**src/rtl/uecr_pkg.sv**
```systemverilog
`default_nettype none
package uecr_pkg;

  // ---------------------------------------------------------------
  // Bus geometry and register indices (byte address = index * 4)
  // ---------------------------------------------------------------
  localparam int unsigned WB_AW = 9;
  localparam int unsigned WB_DW = 32;

  localparam logic [6:0] IDX_IRQ_STAT = 7'h30;
  localparam logic [6:0] IDX_IRQ_MASK = 7'h31;
  localparam logic [6:0] IDX_CONTROL  = 7'h32;
  localparam logic [6:0] IDX_DEV_ADDR = 7'h33;
  localparam logic [6:0] IDX_LAST_ST  = 7'h34;
  localparam logic [6:0] IDX_EP0_CTL  = 7'h35;
  localparam logic [6:0] IDX_EP0_RXC  = 7'h36;
  localparam logic [6:0] IDX_EP0_TXC  = 7'h37;
  localparam logic [6:0] IDX_EP1_RX   = 7'h38;
  localparam logic [6:0] IDX_EP1_RXC  = 7'h39;
  localparam logic [6:0] IDX_EP1_TX   = 7'h3A;
  localparam logic [6:0] IDX_EP1_TXC  = 7'h3B;
  localparam logic [6:0] IDX_EP2_RX   = 7'h3C;
  localparam logic [6:0] IDX_EP2_RXC  = 7'h3D;
  localparam logic [6:0] IDX_EP2_TX   = 7'h3E;
  localparam logic [6:0] IDX_EP2_TXC  = 7'h3F;
  localparam logic [6:0] IDX_BUF_ST   = 7'h47;

  // ---------------------------------------------------------------
  // Field encodings and positions
  // ---------------------------------------------------------------
  localparam logic [1:0] ST_DISABLED = 2'h0;
  localparam logic [1:0] ST_STALL    = 2'h1;
  localparam logic [1:0] ST_NAK      = 2'h2;
  localparam logic [1:0] ST_VALID    = 2'h3;

  localparam logic [1:0] XM_NORMAL   = 2'h0;
  localparam logic [1:0] XM_UPLOAD   = 2'h1;
  localparam logic [1:0] XM_DOWNLOAD = 2'h2;

  localparam int unsigned EP_FLAG    = 3;
  localparam int unsigned EP_TGL     = 2;
  localparam int unsigned EP0_FLAG   = 7;
  localparam int unsigned EP0_TX_TGL = 6;
  localparam int unsigned IRQ_DONE   = 7;
  localparam int unsigned IRQ_RST    = 1;
  localparam int unsigned CTL_FORCE  = 0;

  localparam logic [7:0] IRQ_WMASK   = 8'hBF;
  localparam logic [7:0] CTL_WMASK   = 8'hCF;
  localparam logic [7:0] CTL_RESET   = 8'h06;
  localparam logic [7:0] EP0_RST_KEEP = 8'h88;

endpackage
`default_nettype wire

```
**src/rtl/uecr_top.sv**
```systemverilog
// Contract
// - A received or software-forced bus reset clears toggle and status of endpoint 2 transmit.
// - A correct endpoint 2 transmission sets its done flag, which software clears.
// - The transmit toggle names the data PID of the next packet, 0 for DATA0, 1 for DATA1.
// - Toggles flip in hardware on a relevant transfer and may also be written by software.
// - Transmit status 00 disables, 01 stalls, 10 naks and 11 enables IN answers.
// - Hardware forces a status field to NAK after a correct transfer on that endpoint.
// - Software writes to endpoint 2 transmit status are ignored in upload mode.
// - Software loads the 5-bit receive counters of endpoints 0 and 1 with the buffer size.
// - After a reception the receive counter holds the loaded size minus bytes received, or zero if more bytes were received.
// - The endpoint 2 receive counter is 7 bits and behaves like the others, except in download mode where only a short packet updates it.
// - Endpoints 0 and 1 send exactly the bytes held in their 5-bit transmit counters.
// - Endpoint 2 sends the bytes held in its 7-bit transmit counter.
// - The endpoint 2 mode selects normal, upload or download operation.
// - In upload mode IN transfers raise no done flag and status returns to valid on new data.
//
// The Wishbone slave port is this design's own decision.
`default_nettype none
module uecr_top
  import uecr_pkg::*;
(
  input  wire logic             i_mclk,
  input  wire logic             i_reset_n,
  input  wire logic             i_wb_cyc,
  input  wire logic             i_wb_stb,
  input  wire logic             i_wb_we,
  input  wire logic [WB_AW-1:0] i_wb_adr,
  input  wire logic [3:0]       i_wb_sel,
  input  wire logic [WB_DW-1:0] i_wb_dat,
  output logic      [WB_DW-1:0] o_wb_dat,
  output logic                  o_wb_ack,
  output logic                  o_irq,
  input  wire logic             i_usb_reset,
  input  wire logic [4:0]       i_sie_evt,
  input  wire logic             i_xfer_done,
  input  wire logic [1:0]       i_xfer_ep,
  input  wire logic             i_xfer_in,
  input  wire logic [1:0]       i_xfer_pid,
  input  wire logic [6:0]       i_xfer_bytes,
  input  wire logic             i_ep2_buf_ready,
  input  wire logic [3:0]       i_buf_status,
  output logic      [2:0]       o_in_ready,
  output logic      [2:0]       o_in_stall,
  output logic      [2:0]       o_in_nak,
  output logic      [2:0]       o_tx_toggle,
  output logic      [2:0]       o_rx_toggle,
  output logic      [5:0]       o_rx_stat,
  output logic      [4:0]       o_ep0_tx_len,
  output logic      [4:0]       o_ep1_tx_len,
  output logic      [6:0]       o_ep2_tx_len,
  output logic      [4:0]       o_ep0_rx_max,
  output logic      [4:0]       o_ep1_rx_max,
  output logic      [6:0]       o_ep2_rx_max,
  output logic      [1:0]       o_ep2_xfer_mode,
  output logic      [6:0]       o_dev_addr,
  output logic                  o_bus_reset
);

  // ---------------------------------------------------------------
  // State
  // ---------------------------------------------------------------
  typedef struct packed {
    logic [7:0] irq_stat;
    logic [7:0] irq_mask;
    logic [7:0] ctl;
    logic [6:0] device_address;
    logic [7:0] last_st;
    logic [7:0] ep0;
    logic [4:0] rx0;
    logic [4:0] tx0;
    logic [3:0] ep1rx;
    logic [4:0] rx1;
    logic [3:0] ep1tx;
    logic [4:0] tx1;
    logic [7:0] ep2rx;
    logic [6:0] rx2;
    logic [3:0] ep2tx;
    logic [6:0] tx2;
    logic       ack;
    logic [7:0] rdat;
  } uecr_state_s;

  uecr_state_s r_ff;
  uecr_state_s nxt_r;

  logic       sw_acc;
  logic       sw_wr;
  logic [6:0] sw_idx;
  logic [7:0] sw_dat;
  logic       bus_rst;

  // The bus answers one cycle after the request; the write lands in that
  // same first cycle, which the master cannot observe before ack.
  assign sw_acc  = i_wb_cyc & i_wb_stb & ~r_ff.ack;
  assign sw_wr   = sw_acc & i_wb_we & i_wb_sel[0];
  assign sw_idx  = i_wb_adr[8:2];
  assign sw_dat  = i_wb_dat[7:0];
  assign bus_rst = i_usb_reset | r_ff.ctl[CTL_FORCE];

  // ---------------------------------------------------------------
  // Helpers
  // ---------------------------------------------------------------
  function automatic logic [6:0] left_after(input logic [6:0] lim,
                                            input logic [6:0] got);
    return (got > lim) ? 7'h00 : 7'(lim - got);
  endfunction

  function automatic logic [2:0] in_answer(input logic [1:0] st);
    return {st == ST_VALID, st == ST_STALL, st == ST_NAK};
  endfunction

  // ---------------------------------------------------------------
  // Next state
  // ---------------------------------------------------------------
  always_comb begin
    logic [7:0] rv;
    logic [1:0] xm;
    logic       evt_done;
    rv       = 8'h00;
    xm       = r_ff.ep2rx[7:6];
    evt_done = 1'b0;
    nxt_r     = r_ff;
    nxt_r.ack = sw_acc;

    case (sw_idx)
      IDX_IRQ_STAT: rv = r_ff.irq_stat;
      IDX_IRQ_MASK: rv = r_ff.irq_mask;
      IDX_CONTROL:  rv = r_ff.ctl;
      IDX_DEV_ADDR: rv = {1'b0, r_ff.device_address};
      IDX_LAST_ST:  rv = r_ff.last_st;
      IDX_EP0_CTL:  rv = r_ff.ep0;
      IDX_EP0_RXC:  rv = {3'h0, r_ff.rx0};
      IDX_EP0_TXC:  rv = {3'h0, r_ff.tx0};
      IDX_EP1_RX:   rv = {4'h0, r_ff.ep1rx};
      IDX_EP1_RXC:  rv = {3'h0, r_ff.rx1};
      IDX_EP1_TX:   rv = {4'h0, r_ff.ep1tx};
      IDX_EP1_TXC:  rv = {3'h0, r_ff.tx1};
      IDX_EP2_RX:   rv = r_ff.ep2rx;
      IDX_EP2_RXC:  rv = {1'b0, r_ff.rx2};
      IDX_EP2_TX:   rv = {4'h0, r_ff.ep2tx};
      IDX_EP2_TXC:  rv = {1'b0, r_ff.tx2};
      IDX_BUF_ST:   rv = {4'h0, i_buf_status};
      default:      rv = 8'h00;
    endcase
    if (sw_acc && !i_wb_we) begin
      nxt_r.rdat = rv;
    end

    // Software writes; an endpoint done flag is cleared by writing zero to it, an interrupt status bit by writing one.
    if (sw_wr) begin
      case (sw_idx)
        IDX_IRQ_STAT: nxt_r.irq_stat = r_ff.irq_stat & ~(sw_dat & IRQ_WMASK);
        IDX_IRQ_MASK: nxt_r.irq_mask = sw_dat & IRQ_WMASK;
        IDX_CONTROL:  nxt_r.ctl = sw_dat & CTL_WMASK;
        IDX_DEV_ADDR: nxt_r.device_address = sw_dat[6:0];
        IDX_EP0_CTL:  nxt_r.ep0 = {r_ff.ep0[7] & sw_dat[7], sw_dat[6:4], 1'b0, sw_dat[2:0]};
        IDX_EP0_RXC:  nxt_r.rx0 = sw_dat[4:0];
        IDX_EP0_TXC:  nxt_r.tx0 = sw_dat[4:0];
        IDX_EP1_RX:   nxt_r.ep1rx = {r_ff.ep1rx[3] & sw_dat[3], sw_dat[2:0]};
        IDX_EP1_RXC:  nxt_r.rx1 = sw_dat[4:0];
        IDX_EP1_TX:   nxt_r.ep1tx = {r_ff.ep1tx[3] & sw_dat[3], sw_dat[2:0]};
        IDX_EP1_TXC:  nxt_r.tx1 = sw_dat[4:0];
        IDX_EP2_RX: begin
          nxt_r.ep2rx = {sw_dat[7:6], 2'b00, r_ff.ep2rx[3] & sw_dat[3], sw_dat[2:0]};
          if (xm == XM_DOWNLOAD) begin
            nxt_r.ep2rx[1:0] = r_ff.ep2rx[1:0];
          end
        end
        IDX_EP2_RXC:  nxt_r.rx2 = sw_dat[6:0];
        IDX_EP2_TX: begin
          nxt_r.ep2tx = {r_ff.ep2tx[3] & sw_dat[3], sw_dat[2:0]};
          if (xm == XM_UPLOAD) begin
            nxt_r.ep2tx[1:0] = r_ff.ep2tx[1:0];
          end
        end
        IDX_EP2_TXC:  nxt_r.tx2 = sw_dat[6:0];
        default: begin
        end
      endcase
    end

    // Hardware events come after the write so that a set beats a clear.
    if (i_xfer_done) begin
      nxt_r.last_st = {i_xfer_pid, i_xfer_in, i_xfer_ep, 3'h0};
      case (i_xfer_ep)
        2'd0: begin
          evt_done = 1'b1;
          nxt_r.ep0[EP0_FLAG] = 1'b1;
          if (i_xfer_in) begin
            nxt_r.ep0[EP0_TX_TGL] = ~r_ff.ep0[EP0_TX_TGL];
            nxt_r.ep0[5:4] = ST_NAK;
          end else begin
            nxt_r.ep0[EP_TGL] = ~r_ff.ep0[EP_TGL];
            nxt_r.ep0[1:0] = ST_NAK;
            nxt_r.rx0 = 5'(left_after({2'b00, r_ff.rx0}, i_xfer_bytes));
          end
        end
        2'd1: begin
          evt_done = 1'b1;
          if (i_xfer_in) begin
            nxt_r.ep1tx = {1'b1, ~r_ff.ep1tx[EP_TGL], ST_NAK};
          end else begin
            nxt_r.ep1rx = {1'b1, ~r_ff.ep1rx[EP_TGL], ST_NAK};
            nxt_r.rx1 = 5'(left_after({2'b00, r_ff.rx1}, i_xfer_bytes));
          end
        end
        2'd2: begin
          if (i_xfer_in) begin
            nxt_r.ep2tx[EP_TGL] = ~r_ff.ep2tx[EP_TGL];
            nxt_r.ep2tx[1:0] = ST_NAK;
            if (xm != XM_UPLOAD) begin
              evt_done = 1'b1;
              nxt_r.ep2tx[EP_FLAG] = 1'b1;
            end
          end else begin
            nxt_r.ep2rx[EP_TGL] = ~r_ff.ep2rx[EP_TGL];
            nxt_r.ep2rx[1:0] = ST_NAK;
            if (xm != XM_DOWNLOAD) begin
              evt_done = 1'b1;
              nxt_r.ep2rx[EP_FLAG] = 1'b1;
              nxt_r.rx2 = left_after(r_ff.rx2, i_xfer_bytes);
            end else if (i_xfer_bytes < r_ff.rx2) begin
              // A short packet ends the hardware-managed stream.
              evt_done = 1'b1;
              nxt_r.ep2rx[7:6] = XM_NORMAL;
              nxt_r.ep2rx[EP_FLAG] = 1'b1;
              nxt_r.rx2 = left_after(r_ff.rx2, i_xfer_bytes);
            end
          end
        end
        default: begin
        end
      endcase
    end

    // New buffer data re-arms the hardware-managed direction.
    if (i_ep2_buf_ready) begin
      if (xm == XM_UPLOAD && r_ff.ep2tx[1:0] == ST_NAK) begin
        nxt_r.ep2tx[1:0] = ST_VALID;
      end
      if (xm == XM_DOWNLOAD && r_ff.ep2rx[1:0] == ST_NAK) begin
        nxt_r.ep2rx[1:0] = ST_VALID;
      end
    end

    nxt_r.irq_stat = nxt_r.irq_stat
                   | {evt_done, 1'b0, i_sie_evt[4:1], bus_rst, i_sie_evt[0]};

    if (bus_rst) begin
      nxt_r.ep0 = nxt_r.ep0 & EP0_RST_KEEP;
      nxt_r.ep1rx[2:0] = 3'h0;
      nxt_r.ep1tx[2:0] = 3'h0;
      nxt_r.ep2rx[2:0] = 3'h0;
      nxt_r.ep2tx[2:0] = 3'h0;
    end
  end

  always_ff @(posedge i_mclk or negedge i_reset_n) begin
    if (!i_reset_n) begin
      r_ff     <= '0;
      r_ff.ctl <= CTL_RESET;
    end else begin
      r_ff <= nxt_r;
    end
  end

  // ---------------------------------------------------------------
  // Outputs
  // ---------------------------------------------------------------
  logic [2:0] ans0;
  logic [2:0] ans1;
  logic [2:0] ans2;

  assign ans0 = in_answer(r_ff.ep0[5:4]);
  assign ans1 = in_answer(r_ff.ep1tx[1:0]);
  assign ans2 = in_answer(r_ff.ep2tx[1:0]);

  assign o_in_ready      = {ans2[2], ans1[2], ans0[2]};
  assign o_in_stall      = {ans2[1], ans1[1], ans0[1]};
  assign o_in_nak        = {ans2[0], ans1[0], ans0[0]};
  assign o_tx_toggle     = {r_ff.ep2tx[EP_TGL], r_ff.ep1tx[EP_TGL], r_ff.ep0[EP0_TX_TGL]};
  assign o_rx_toggle     = {r_ff.ep2rx[EP_TGL], r_ff.ep1rx[EP_TGL], r_ff.ep0[EP_TGL]};
  assign o_rx_stat       = {r_ff.ep2rx[1:0], r_ff.ep1rx[1:0], r_ff.ep0[1:0]};
  assign o_ep0_tx_len    = r_ff.tx0;
  assign o_ep1_tx_len    = r_ff.tx1;
  assign o_ep2_tx_len    = r_ff.tx2;
  assign o_ep0_rx_max    = r_ff.rx0;
  assign o_ep1_rx_max    = r_ff.rx1;
  assign o_ep2_rx_max    = r_ff.rx2;
  assign o_ep2_xfer_mode = r_ff.ep2rx[7:6];
  assign o_dev_addr      = r_ff.device_address;
  assign o_bus_reset     = r_ff.ctl[CTL_FORCE];
  assign o_wb_ack        = r_ff.ack;
  assign o_wb_dat        = {24'h000000, r_ff.rdat};
  assign o_irq           = |(r_ff.irq_stat & r_ff.irq_mask);

  logic ep2_in_evt;
  assign ep2_in_evt = i_xfer_done && i_xfer_ep == 2'd2 && i_xfer_in && !bus_rst;
endmodule
`default_nettype wire
```
**config.mk**
```make
export PLATFORM = sky130hd
export DESIGN_NAME = uecr_top
export DESIGN_NICKNAME = d
export VERILOG_FILES = /design/src/rtl/uecr_pkg.sv /design/src/rtl/uecr_top.sv
export SDC_FILE = /design/constraint.sdc
export NUM_CORES = 1
export LEC_CHECK = 0
export ABC_AREA = 0
export BUFFER_PORTS_ARGS = -buffer_cell sky130_fd_sc_hd__clkbuf_2
export CORE_MARGIN = 10
export CORE_UTILIZATION = 55
export DETAILED_ROUTE_END_ITERATION = 7
export PLACE_DENSITY = 0.82
export SYNTH_ARGS = -nofsm -noshare
export SYNTH_HDL_FRONTEND = slang
export SYNTH_SLANG_ARGS = --single-unit
```
**constraint.sdc**
```tcl
create_clock -name i_mclk -period 2.9 [get_ports i_mclk]
set_clock_uncertainty 0.2 [all_clocks]
set_input_delay 0.725 -clock i_mclk [delete_from_list [all_inputs] [get_ports i_mclk]]
set_output_delay 0.725 -clock i_mclk [all_outputs]
set_load 0.01 [all_outputs]
```
==> flow_summary.ini, run 1 <==
[status]
status = complete, no violations

[power_and_ir_drop]
internal_power_mw = 2.31
p_per_area_nw_per_um2 = 420
p_switching_mw = 0.939
seq_power_share_pct = 45.6
vdd_ir_drop_max_v = 0.000341
power_frac_clock_pct = 37.6
switching_share_pct = 28.9
leakage_nw = 3.67
combPwrFrac_pct = 16.8

[yosys]
ys.flop_type = dfrtp_1
avgSynthCellArea_um2 = 9.57
synthCells = 731
synth_seq_cells = 100
ys_seq_area_share_pct = 35.8
yosysUniqueCellTypes = 75
synth-edff-count = 0
syn-cell-area_um2 = 6990
yosysWarnings = 0
async_flop_share_pct = 100

[floorplan]
die_x_um = 133
dieArea_um2 = 17600
rows = 41
die_y_um = 133
initial_core_util_pct = 55.9
coreArea_um2 = 12500
ios = 173

[clock_network]
clock_path_buffers = 2
clock-root-buffer = clkbuf_16
cts_resized = 0
numClockSinks = 100
path_clk_slew_ns = 0.07
post_cts_buffers = 0
cts_made_buffers = 9
clkLatencyLatePin_ns = 0.36
ctsHtreeMaxLevel = 3
tritoncts = built
holdBufCountCts = 0

[timing]
post-route-min-period_ns = 2.57
rsz0062_at_grt = no
tns_ns = 0
fmax_mhz = 389
period_share_pct = 88.7
whs_ns = 0.120
setup_viol = 0
fin_ws_ns = 0.328
slew_viol_final = 0
tightest_slew_ns = 0.606
relSlewSlack_pct = 59.5
hold_viol = 0

[flow_run]
drv_cap = 0

[worst_setup_path]
cp-end-kind = flip-flop
startpoint_type = input port
reg2reg_from = o_ep2_rx_max[4]$_DFF_PN0_
worstPathArrival_ns = 2.59
cp.required_ns = 2.92
crit_type = input port to flip-flop
cp_max_fo = 15
critPathLaunch = i_wb_adr[7]
rr_worst_depth = 6

[layout]
n_antenna_cell = 0
fin_area_um2 = 7740
syn_to_final_growth_pct = 10.6
drive_gt1_share_pct = 30.9
finalNetCount = 906
fill_cells = 1043

[route]
wl_mm = 21.4
dr_total_vias = 6112
viasPerCell = 6.23
avgRoutedWirePerCell_um = 21.8
drtAntennaViolNets = 0
drc = 0
drt_iter0_markers = 761
drt_first_pass_iters = 6

[global_routing]
grt_usage_pct = 23.6
grt_pass1_vias = 6093
grt_pass1_wl_mm = 33.5
antenna_found_initial = 0
grt-ovfl-total = 0
grt_max_degree = 38

[hold_path]
hold_class = input port to asynchronous set/reset pin

[placed_design]
io_buffer_count = 119
dp_hpwl_mm = 16.2
place_area_um2 = 7440
gp_congestion = 0.972
pre_cts_ws_ns = 0.0960
-- worst max-delay path: stages --
cell	delay (ns)
clkbuf_2	0.14
and3b_1	0.55
nand3_2	0.28
nor4_2	0.49
mux2i_1	0.25
o21ai_0	0.15
-- sequential cells by signal, summed over array words and instances (netlist names) --
| name | count |
|---|---|
| r_ff | 35 |
| o_wb_dat | 8 |
| o_dev_addr | 7 |
| o_ep2_rx_max | 7 |
| o_ep2_tx_len | 7 |
| o_rx_stat | 6 |
| o_ep0_rx_max | 5 |
| o_ep0_tx_len | 5 |
| o_ep1_rx_max | 5 |
| o_ep1_tx_len | 5 |
| o_rx_toggle | 3 |
| o_tx_toggle | 3 |
| o_ep2_xfer_mode | 2 |
| o_bus_reset | 1 |
| o_wb_ack | 1 |
-- worst paths after layout --
| path | slack [ns] | end |
|---|---|---|
| hold reg to reg | 0.28 | o_wb_dat[6]$_DFFE_PN0P_ |
| setup / recovery | 0.33 | r_ff[16]$_DFF_PN0_ |
| min in group i_mclk | 0.28 | o_wb_dat[6]$_DFFE_PN0P_ |
| max in group asynchronous | 1.79 | r_ff[87]$_DFFE_PN1P_ |
| hold / removal | 0.12 | o_dev_addr[2]$_DFFE_PN0P_ |
| setup reg to reg | 0.56 | o_ep2_rx_max[3]$_DFF_PN0_ |
-- per-stage QoR --
| step | utilization (%) | instances | total power [mW] |
|---|---|---|---|
| final | 61.8 | 981 | 3.25 |
| after global routing | 61.8 | 981 | 3.36 |
| after CTS | 61.8 | 981 | 3.24 |
| after detailed placement | 59.4 | 965 | 2.04 |
| after global placement | 59.4 | 965 | 2.03 |
| after floorplan | - | 754 | 1.86 |
-- power groups by stage --
stage                     clock [mW]  combinational, mW  sequential (mW)
after floorplan                    0              0.377             1.49
after global placement             0              0.524             1.51
after detailed placement           0              0.533             1.51
after CTS                       1.22              0.537             1.48
after global routing            1.28              0.594             1.49
final                           1.22              0.546             1.48
-- cell usage after synthesis (5+ instances only) --
cell type / count / area share (%)
a31oi_1: 12 / 1.1
nand3_1: 28 / 2.0
dfrtp_1: 98 / 35
a22oi_1: 7 / 0.75
nor2_1: 31 / 1.7
buf_4: 88 / 9.4
clkbuf_1: 14 / 0.75
o22ai_1: 7 / 0.63
nand4_1: 9 / 0.80
buf_2: 12 / 0.86
o32ai_1: 6 / 0.75
a21oi_1: 33 / 2.4
nand2b_1: 11 / 0.98
nor2b_1: 13 / 1.2
inv_1: 31 / 1.7
ha_1: 25 / 4.5
o21ai_0: 29 / 2.1
o31ai_1: 6 / 0.64
or2_2: 5 / 0.45
mux2i_1: 33 / 4.7
and3_1: 5 / 0.45
a221oi_1: 6 / 0.75
nand3b_1: 6 / 0.64
nor3_1: 12 / 0.86
and2_1: 5 / 0.45
nand2_1: 53 / 2.8
mux2_2: 52 / 8.4
a21o_1: 11 / 1.2
-- cell usage in the layout (no fill, tap or decap), types with 4 or more instances in the layout --
master     count
buf_12         4
nand4_1        9
a221oi_1       6
a31oi_1       12
a22oi_1        7
mux2i_1       33
o21a_1         4
ha_1          25
o21ai_0       29
o31ai_1        6
nand2_1       53
nor2b_1       13
and3_1         5
dfrtp_1       98
o22ai_1        7
nand3_1       28
nand3b_1       6
o32ai_1        6
or2_2          5
nand4b_1       4
and2_1         5
nand2b_1      11
clkbuf_16      9
mux2_2        52
clkbuf_2     118
a21oi_1       33
a21o_1        11
nor3_2         4
inv_1         31
nor2_1        31
buf_4         34
conb_1        24
nor3_1        12
-- kinds of logic after synthesis --
logic type	count (synthesis)	share of synthesized area (%)
AO/OA/AOI/OAI	151	14.5
XOR/XNOR	6	0.751
AND/OR/NAND/NOR	209	16.7
buffers and inverters	148	12.9
other	1	0.0536
flip-flops	100	35.8
adder cells (fa/ha/maj)	28	5.33
multiplexers	88	14.0
-- cell type report --
cell class | instances | area, µm² | area share, %
inverters | 31 | 116 | 1.50
multi-input cells | 506 | 3670 | 47.5
clock inverters | 7 | 75.1 | 0.970
flip-flops and latches | 100 | 2500 | 32.4
clock buffers | 9 | 225 | 2.91
repair buffers | 156 | 926 | 12.0
well taps | 172 | 215 | 2.78
-- routing by layer --
metal	track usage, %	vias up	part of all wire [%]
met5	0	-	0.16
met4	10.0	2	3.5
met3	6.43	69	11
met2	37.7	398	46
met1	29.3	2951	40
li1	-	2692	-
Note: power is estimated with default switching activity, not from simulation.
==> run 2, diff against run 1 <==
--- a/config.mk
+++ b/config.mk
@@ -7,6 +7,7 @@
 export LEC_CHECK = 0
 export ABC_AREA = 0
 export BUFFER_PORTS_ARGS = -buffer_cell sky130_fd_sc_hd__clkbuf_2
+export CORE_ASPECT_RATIO = 1.2
 export CORE_MARGIN = 10
 export CORE_UTILIZATION = 55
 export DETAILED_ROUTE_END_ITERATION = 7
==> flow_summary.ini, run 2 (synthesized netlist as in run 1, its figures left out) <==
[worst_setup_path]
path_cells = clkbuf_2 > inv_1 > nor2_1 > buf_4 > nand4b_1 > mux2i_1 > o31ai_1
r2r_setup_slack_ns = 0.57
cp_max_fo = 18
cp-endpoint = o_rx_stat[4]$_DFF_PN0_
crit_buf_inv = 3
worstPathArrival_ns = 2.50
reg2reg_from = o_ep2_rx_max[4]$_DFF_PN0_
cp-end-kind = flip-flop
r2r_end = o_ep2_rx_max[6]$_DFF_PN0_
crit_path_max_incr_delay_ns = 0.38
rr_worst_depth = 6
cp_num_cells = 7
crit_type = input port to flip-flop
startpoint_type = input port
slowest_stage = nor2_1
critPathLaunch = i_wb_adr[4]
crit_family = buffers and inverters
cp.required_ns = 2.95

[timing]
post-route-min-period_ns = 2.45
hold_viol = 0
tightest_slew_ns = 0.543
period_share_pct = 84.4
rsz0062_at_grt = no
relSlewSlack_pct = 62.9
fmax_mhz = 408
setup_viol = 0
tns_ns = 0
slew_viol_final = 0

[layout]
postLayoutCoreUtil_pct = 61.3
top_register = r_ff
finalNetCount = 909
drive_gt1_share_pct = 31.0
largest_reg_flops = 35
syn_to_final_growth_pct = 10.1
fill_cells = 1095
n_antenna_cell = 0
final_common_cell = clkbuf_2
layout.cells.non_filler = 976
final_cell_mix = clkbuf_2 (118), dfrtp_1 (98), nand2_1 (53), mux2_2 (52), buf_4 (39)
fin_area_um2 = 7700

[floorplan]
die_x_um = 123
initial_core_util_pct = 55.7
coreArea_um2 = 12600
ios = 173
rows = 45
die_y_um = 144
dieArea_um2 = 17600

[clock_network]
clock_path_buffers = 2
post_cts_buffers = 0
ctsHtreeMaxLevel = 3
clkLatencyLatePin_ns = 0.36
tritoncts = built
clock-root-buffer = clkbuf_16
cts_made_buffers = 9
holdBufCountCts = 0
cts_resized = 0
path_clk_slew_ns = 0.07
numClockSinks = 100

[placed_design]
dp_hpwl_mm = 16.8
io_buffer_count = 119
place_inst = 960
gp_congestion = 0.968
place_area_um2 = 7420

[global_routing]
antenna_found_initial = 0
grt_pass1_wl_mm = 32.5
grt-ovfl-total = 0
grt_usage_pct = 23.8
grt_max_degree = 48
grt_pass1_vias = 5900

[hold_path]
hold_class = input port to asynchronous set/reset pin

[route]
drtAntennaViolNets = 0
avgRoutedWirePerCell_um = 22.0
drc = 0
dr_total_vias = 5992
wl_mm = 21.5
drt_iter0_markers = 772
drt_first_pass_iters = 5
viasPerCell = 6.14

[power_and_ir_drop]
vdd_ir_drop_max_v = 0.000243
p_per_area_nw_per_um2 = 412
leakage_nw = 3.66

[status]
status = complete, no violations

[flow_run]
drv_cap = 0
[run 2: worst reg2reg max path, cell delays in order (launching register included)]
cell and delay (ns):
dfrtp_1 0.48, ha_1 0.39, a21oi_1 0.08, o21ai_0 0.27, o21ai_0 0.16, or2_2 0.37, o32ai_1 0.29
[run 2: cell type report]
cell class,instances,area (µm²),share of cell area [%]
clock inverter,6,47.5,0.617
inverter,31,116,1.51
clock buffer,10,229,2.97
tap,164,205,2.66
multi-input combinational,506,3670,47.7
sequential,100,2500,32.5
timing repair buffer,159,923,12.0
[run 2: worst min-delay path by stage]
stage,start,to,slack (ns)
3_3_place_gp,o_wb_dat[7]$_DFFE_PN0P_,o_wb_dat[7]$_DFFE_PN0P_,0.27
6_report,i_reset_n,o_wb_dat[7]$_DFFE_PN0P_,0.1
2_1_floorplan,i_reset_n,o_bus_reset$_DFFE_PN0P_,0.23
4_1_cts,i_reset_n,o_wb_dat[7]$_DFFE_PN0P_,0.11
5_1_grt,i_reset_n,o_wb_dat[7]$_DFFE_PN0P_,0.12
3_5_place_dp,r_ff[43]$_DFF_PN0_,r_ff[43]$_DFF_PN0_,0.29
[run 2: routing by layer]
layer	GRT usage [%]	part of all wire [%]
met4	11.2	4.1
met5	0	0
met1	28.1	38
met2	40.4	49
met3	4.75	8.5
[run 2: stage by stage]
stage               setup WS [ns]  hold WS (ns)  power (mW)
finish                      0.452        0.0977        3.17
global route                0.299         0.119        3.29
global placement            0.141         0.266        2.03
floorplan                   0.423         0.229        1.86
CTS                         0.509         0.111        3.15
detailed placement          0.144         0.290        2.04
[run 2: report_power, final]
part / switching, mW / leakage, nW / internal [mW]
Clock: 0.561 / 0.122 / 0.589
Combinational: 0.331 / 2.23 / 0.209
Sequential: 0.0485 / 1.31 / 1.43
==> run 3, diff against run 2 <==
--- a/config.mk
+++ b/config.mk
@@ -9,9 +9,9 @@
 export BUFFER_PORTS_ARGS = -buffer_cell sky130_fd_sc_hd__clkbuf_2
 export CORE_ASPECT_RATIO = 1.2
 export CORE_MARGIN = 10
-export CORE_UTILIZATION = 55
+export CORE_UTILIZATION = 49
 export DETAILED_ROUTE_END_ITERATION = 7
-export PLACE_DENSITY = 0.82
+export PLACE_DENSITY = 0.77
 export SYNTH_ARGS = -nofsm -noshare
 export SYNTH_HDL_FRONTEND = slang
 export SYNTH_SLANG_ARGS = --single-unit
==> constraint.sdc (replaced) <==
create_clock -name i_mclk -period 2.08 [get_ports i_mclk]
set_clock_uncertainty 0.2 [all_clocks]
set_input_delay 0.52 -clock i_mclk [delete_from_list [all_inputs] [get_ports i_mclk]]
set_output_delay 0.52 -clock i_mclk [all_outputs]
set_load 0.01 [all_outputs]
==> flow_summary.ini, run 3 (synthesized netlist as in run 1, its figures left out) <==
[status]
status = complete, but fails checks
violations = negative setup slack

[timing]
rsz0062_at_grt = yes
post-route-min-period_ns = 2.21
slew_viol_final = 0
tns_ns = -0.698
hold_viol = 0
setup_viol = 9
fmax_mhz = 452
period_share_pct = 106
fin_ws_ns = -0.131

[floorplan]
dieArea_um2 = 19500
die_y_um = 151
rows = 47
coreArea_um2 = 13900
ios = 173
initial_core_util_pct = 50.4
die_x_um = 129

[layout]
finalNetCount = 1037
drive_gt1_share_pct = 44.6
fin_area_um2 = 9110
syn_to_final_growth_pct = 30.2
largest_reg_flops = 35
top_register = r_ff
final_common_cell = buf_4
final_cell_mix = buf_4 (161), clkbuf_2 (116), dfrtp_1 (97), nand2_1 (52), mux2_2 (52)
n_antenna_cell = 0
postLayoutCoreUtil_pct = 65.6

[power_and_ir_drop]
internal_power_mw = 3.69
vdd_ir_drop_max_v = 0.000391
p_switching_mw = 1.41
leakage_nw = 4.40
power_frac_clock_pct = 39.5
seq_power_share_pct = 40.3
p_total_mw = 5.10
p_per_area_nw_per_um2 = 560
combPwrFrac_pct = 20.2
switching_share_pct = 27.6

[route]
viasPerCell = 5.85
drtAntennaViolNets = 0
wl_mm = 24.4
drc = 0
drt_iter0_markers = 590
avgRoutedWirePerCell_um = 22.0
drt_first_pass_iters = 5
dr_total_vias = 6494

[hold_path]
min_path_cells = 2
hold_class = input port to flip-flop

[clock_network]
numClockSinks = 100
ctsHtreeMaxLevel = 3
clkLatencyLatePin_ns = 0.35
cts_made_buffers = 9
clock_path_buffers = 2
path_clk_slew_ns = 0.08
tritoncts = built
clock-root-buffer = clkbuf_16

[worst_setup_path]
cp.required_ns = 2.13
startpoint_type = flip-flop
rr_worst_depth = 6
cp_max_fo = 5
r2r_setup_slack_ns = -0.13
worstPathArrival_ns = 2.26
cp-end-kind = flip-flop
crit_type = flip-flop to flip-flop

[global_routing]
grt_pass1_vias = 6586
antenna_found_initial = 0
grt-ovfl-total = 0
grt_max_degree = 62
grt_usage_pct = 24.0
grt_pass1_wl_mm = 36.4

[placed_design]
place_area_um2 = 8400
pre_cts_ws_ns = -0.384
gp_congestion = 0.967
io_buffer_count = 119
dp_hpwl_mm = 18.6

[flow_run]
drv_cap = 0
[run 3: cell count changes in the layout (fill, tap and decap cells not counted), sizes merged]
cell / previous run / this run
buf: 41 / 170
inv: 33 / 32
clkinv: 0 / 1
bufinv: 0 / 3
dlygate4sd3: 0 / 1
clkbuf: 128 / 126
clkinvlp: 4 / 1
[run 3: per-layer routing]
| layer | global-route usage, % | wire [µm] | part of all wire [%] | vias to the layer above |
|---|---|---|---|---|
| met1 | 27.8 | 9130 | 37 | 3160 |
| met2 | 42.5 | 12400 | 51 | 329 |
| met3 | 3.74 | 1870 | 7.6 | 78 |
| met5 | 0 | 0 | 0 | - |
| met4 | 11.2 | 1070 | 4.4 | 0 |
| li1 | - | - | - | 2927 |
[run 3: final timing paths]
kind / to / startpoint
max in group asynchronous: r_ff[88]$_DFFE_PN1P_ / i_reset_n
min in group asynchronous: o_ep1_rx_max[3]$_DFF_PN0_ / i_reset_n
min: r_ff[107]$_DFF_PN0_ / i_sie_evt[4]
max: o_ep2_rx_max[3]$_DFF_PN0_ / o_ep2_rx_max[2]$_DFF_PN0_
max reg2reg: o_ep2_rx_max[3]$_DFF_PN0_ / o_ep2_rx_max[2]$_DFF_PN0_
min reg2reg: o_wb_dat[6]$_DFFE_PN0P_ / o_wb_dat[6]$_DFFE_PN0P_
[run 3: power groups by stage]
stage          logic, mW  registers, mW  clock network, mW
3_5_place_dp       0.957           2.09                  0
6_report            1.03           2.05               2.02
3_3_place_gp       0.939           2.08                  0
2_1_floorplan      0.537           2.07                  0
4_1_cts            0.981           2.05               2.01
5_1_grt             1.11           2.06               2.08
[run 3: critical path, stage by stage, from the launching register on]
cell	delay [ns]
dfrtp_1	0.45
ha_4	0.32
nand3b_1	0.13
a21oi_2	0.29
o21ai_2	0.11
or2_4	0.31
o32ai_2	0.30
[run 3: cell type report]
| cell class | instances | area (µm²) |
|---|---|---|
| fill | 1108 | 4770 |
| sequential | 100 | 2510 |
| inverter | 31 | 120 |
| timing repair buffer | 287 | 1940 |
| tap | 171 | 214 |
| clock inverter | 6 | 119 |
| multi-input combinational | 506 | 3970 |
| clock buffer | 10 | 239 |
[run 3: repair_timing]
item | CTS | global route
hold endpoints to repair | 39 | 0
setup buffers | 2 | 8
pin swaps | 4 | 22
resized for setup | 9 | 41
setup endpoints to repair | 5 | 28
hold buffers | 1 | 0
[run 3: metrics by stage]
stage | hold slack, ns | instances
2_1_floorplan | 0.0244 | 754
3_3_place_gp | 0.266 | 1084
3_5_place_dp | 0.277 | 1084
4_1_cts | 0.146 | 1103
5_1_grt | 0.161 | 1111
6_report | 0.148 | 1111
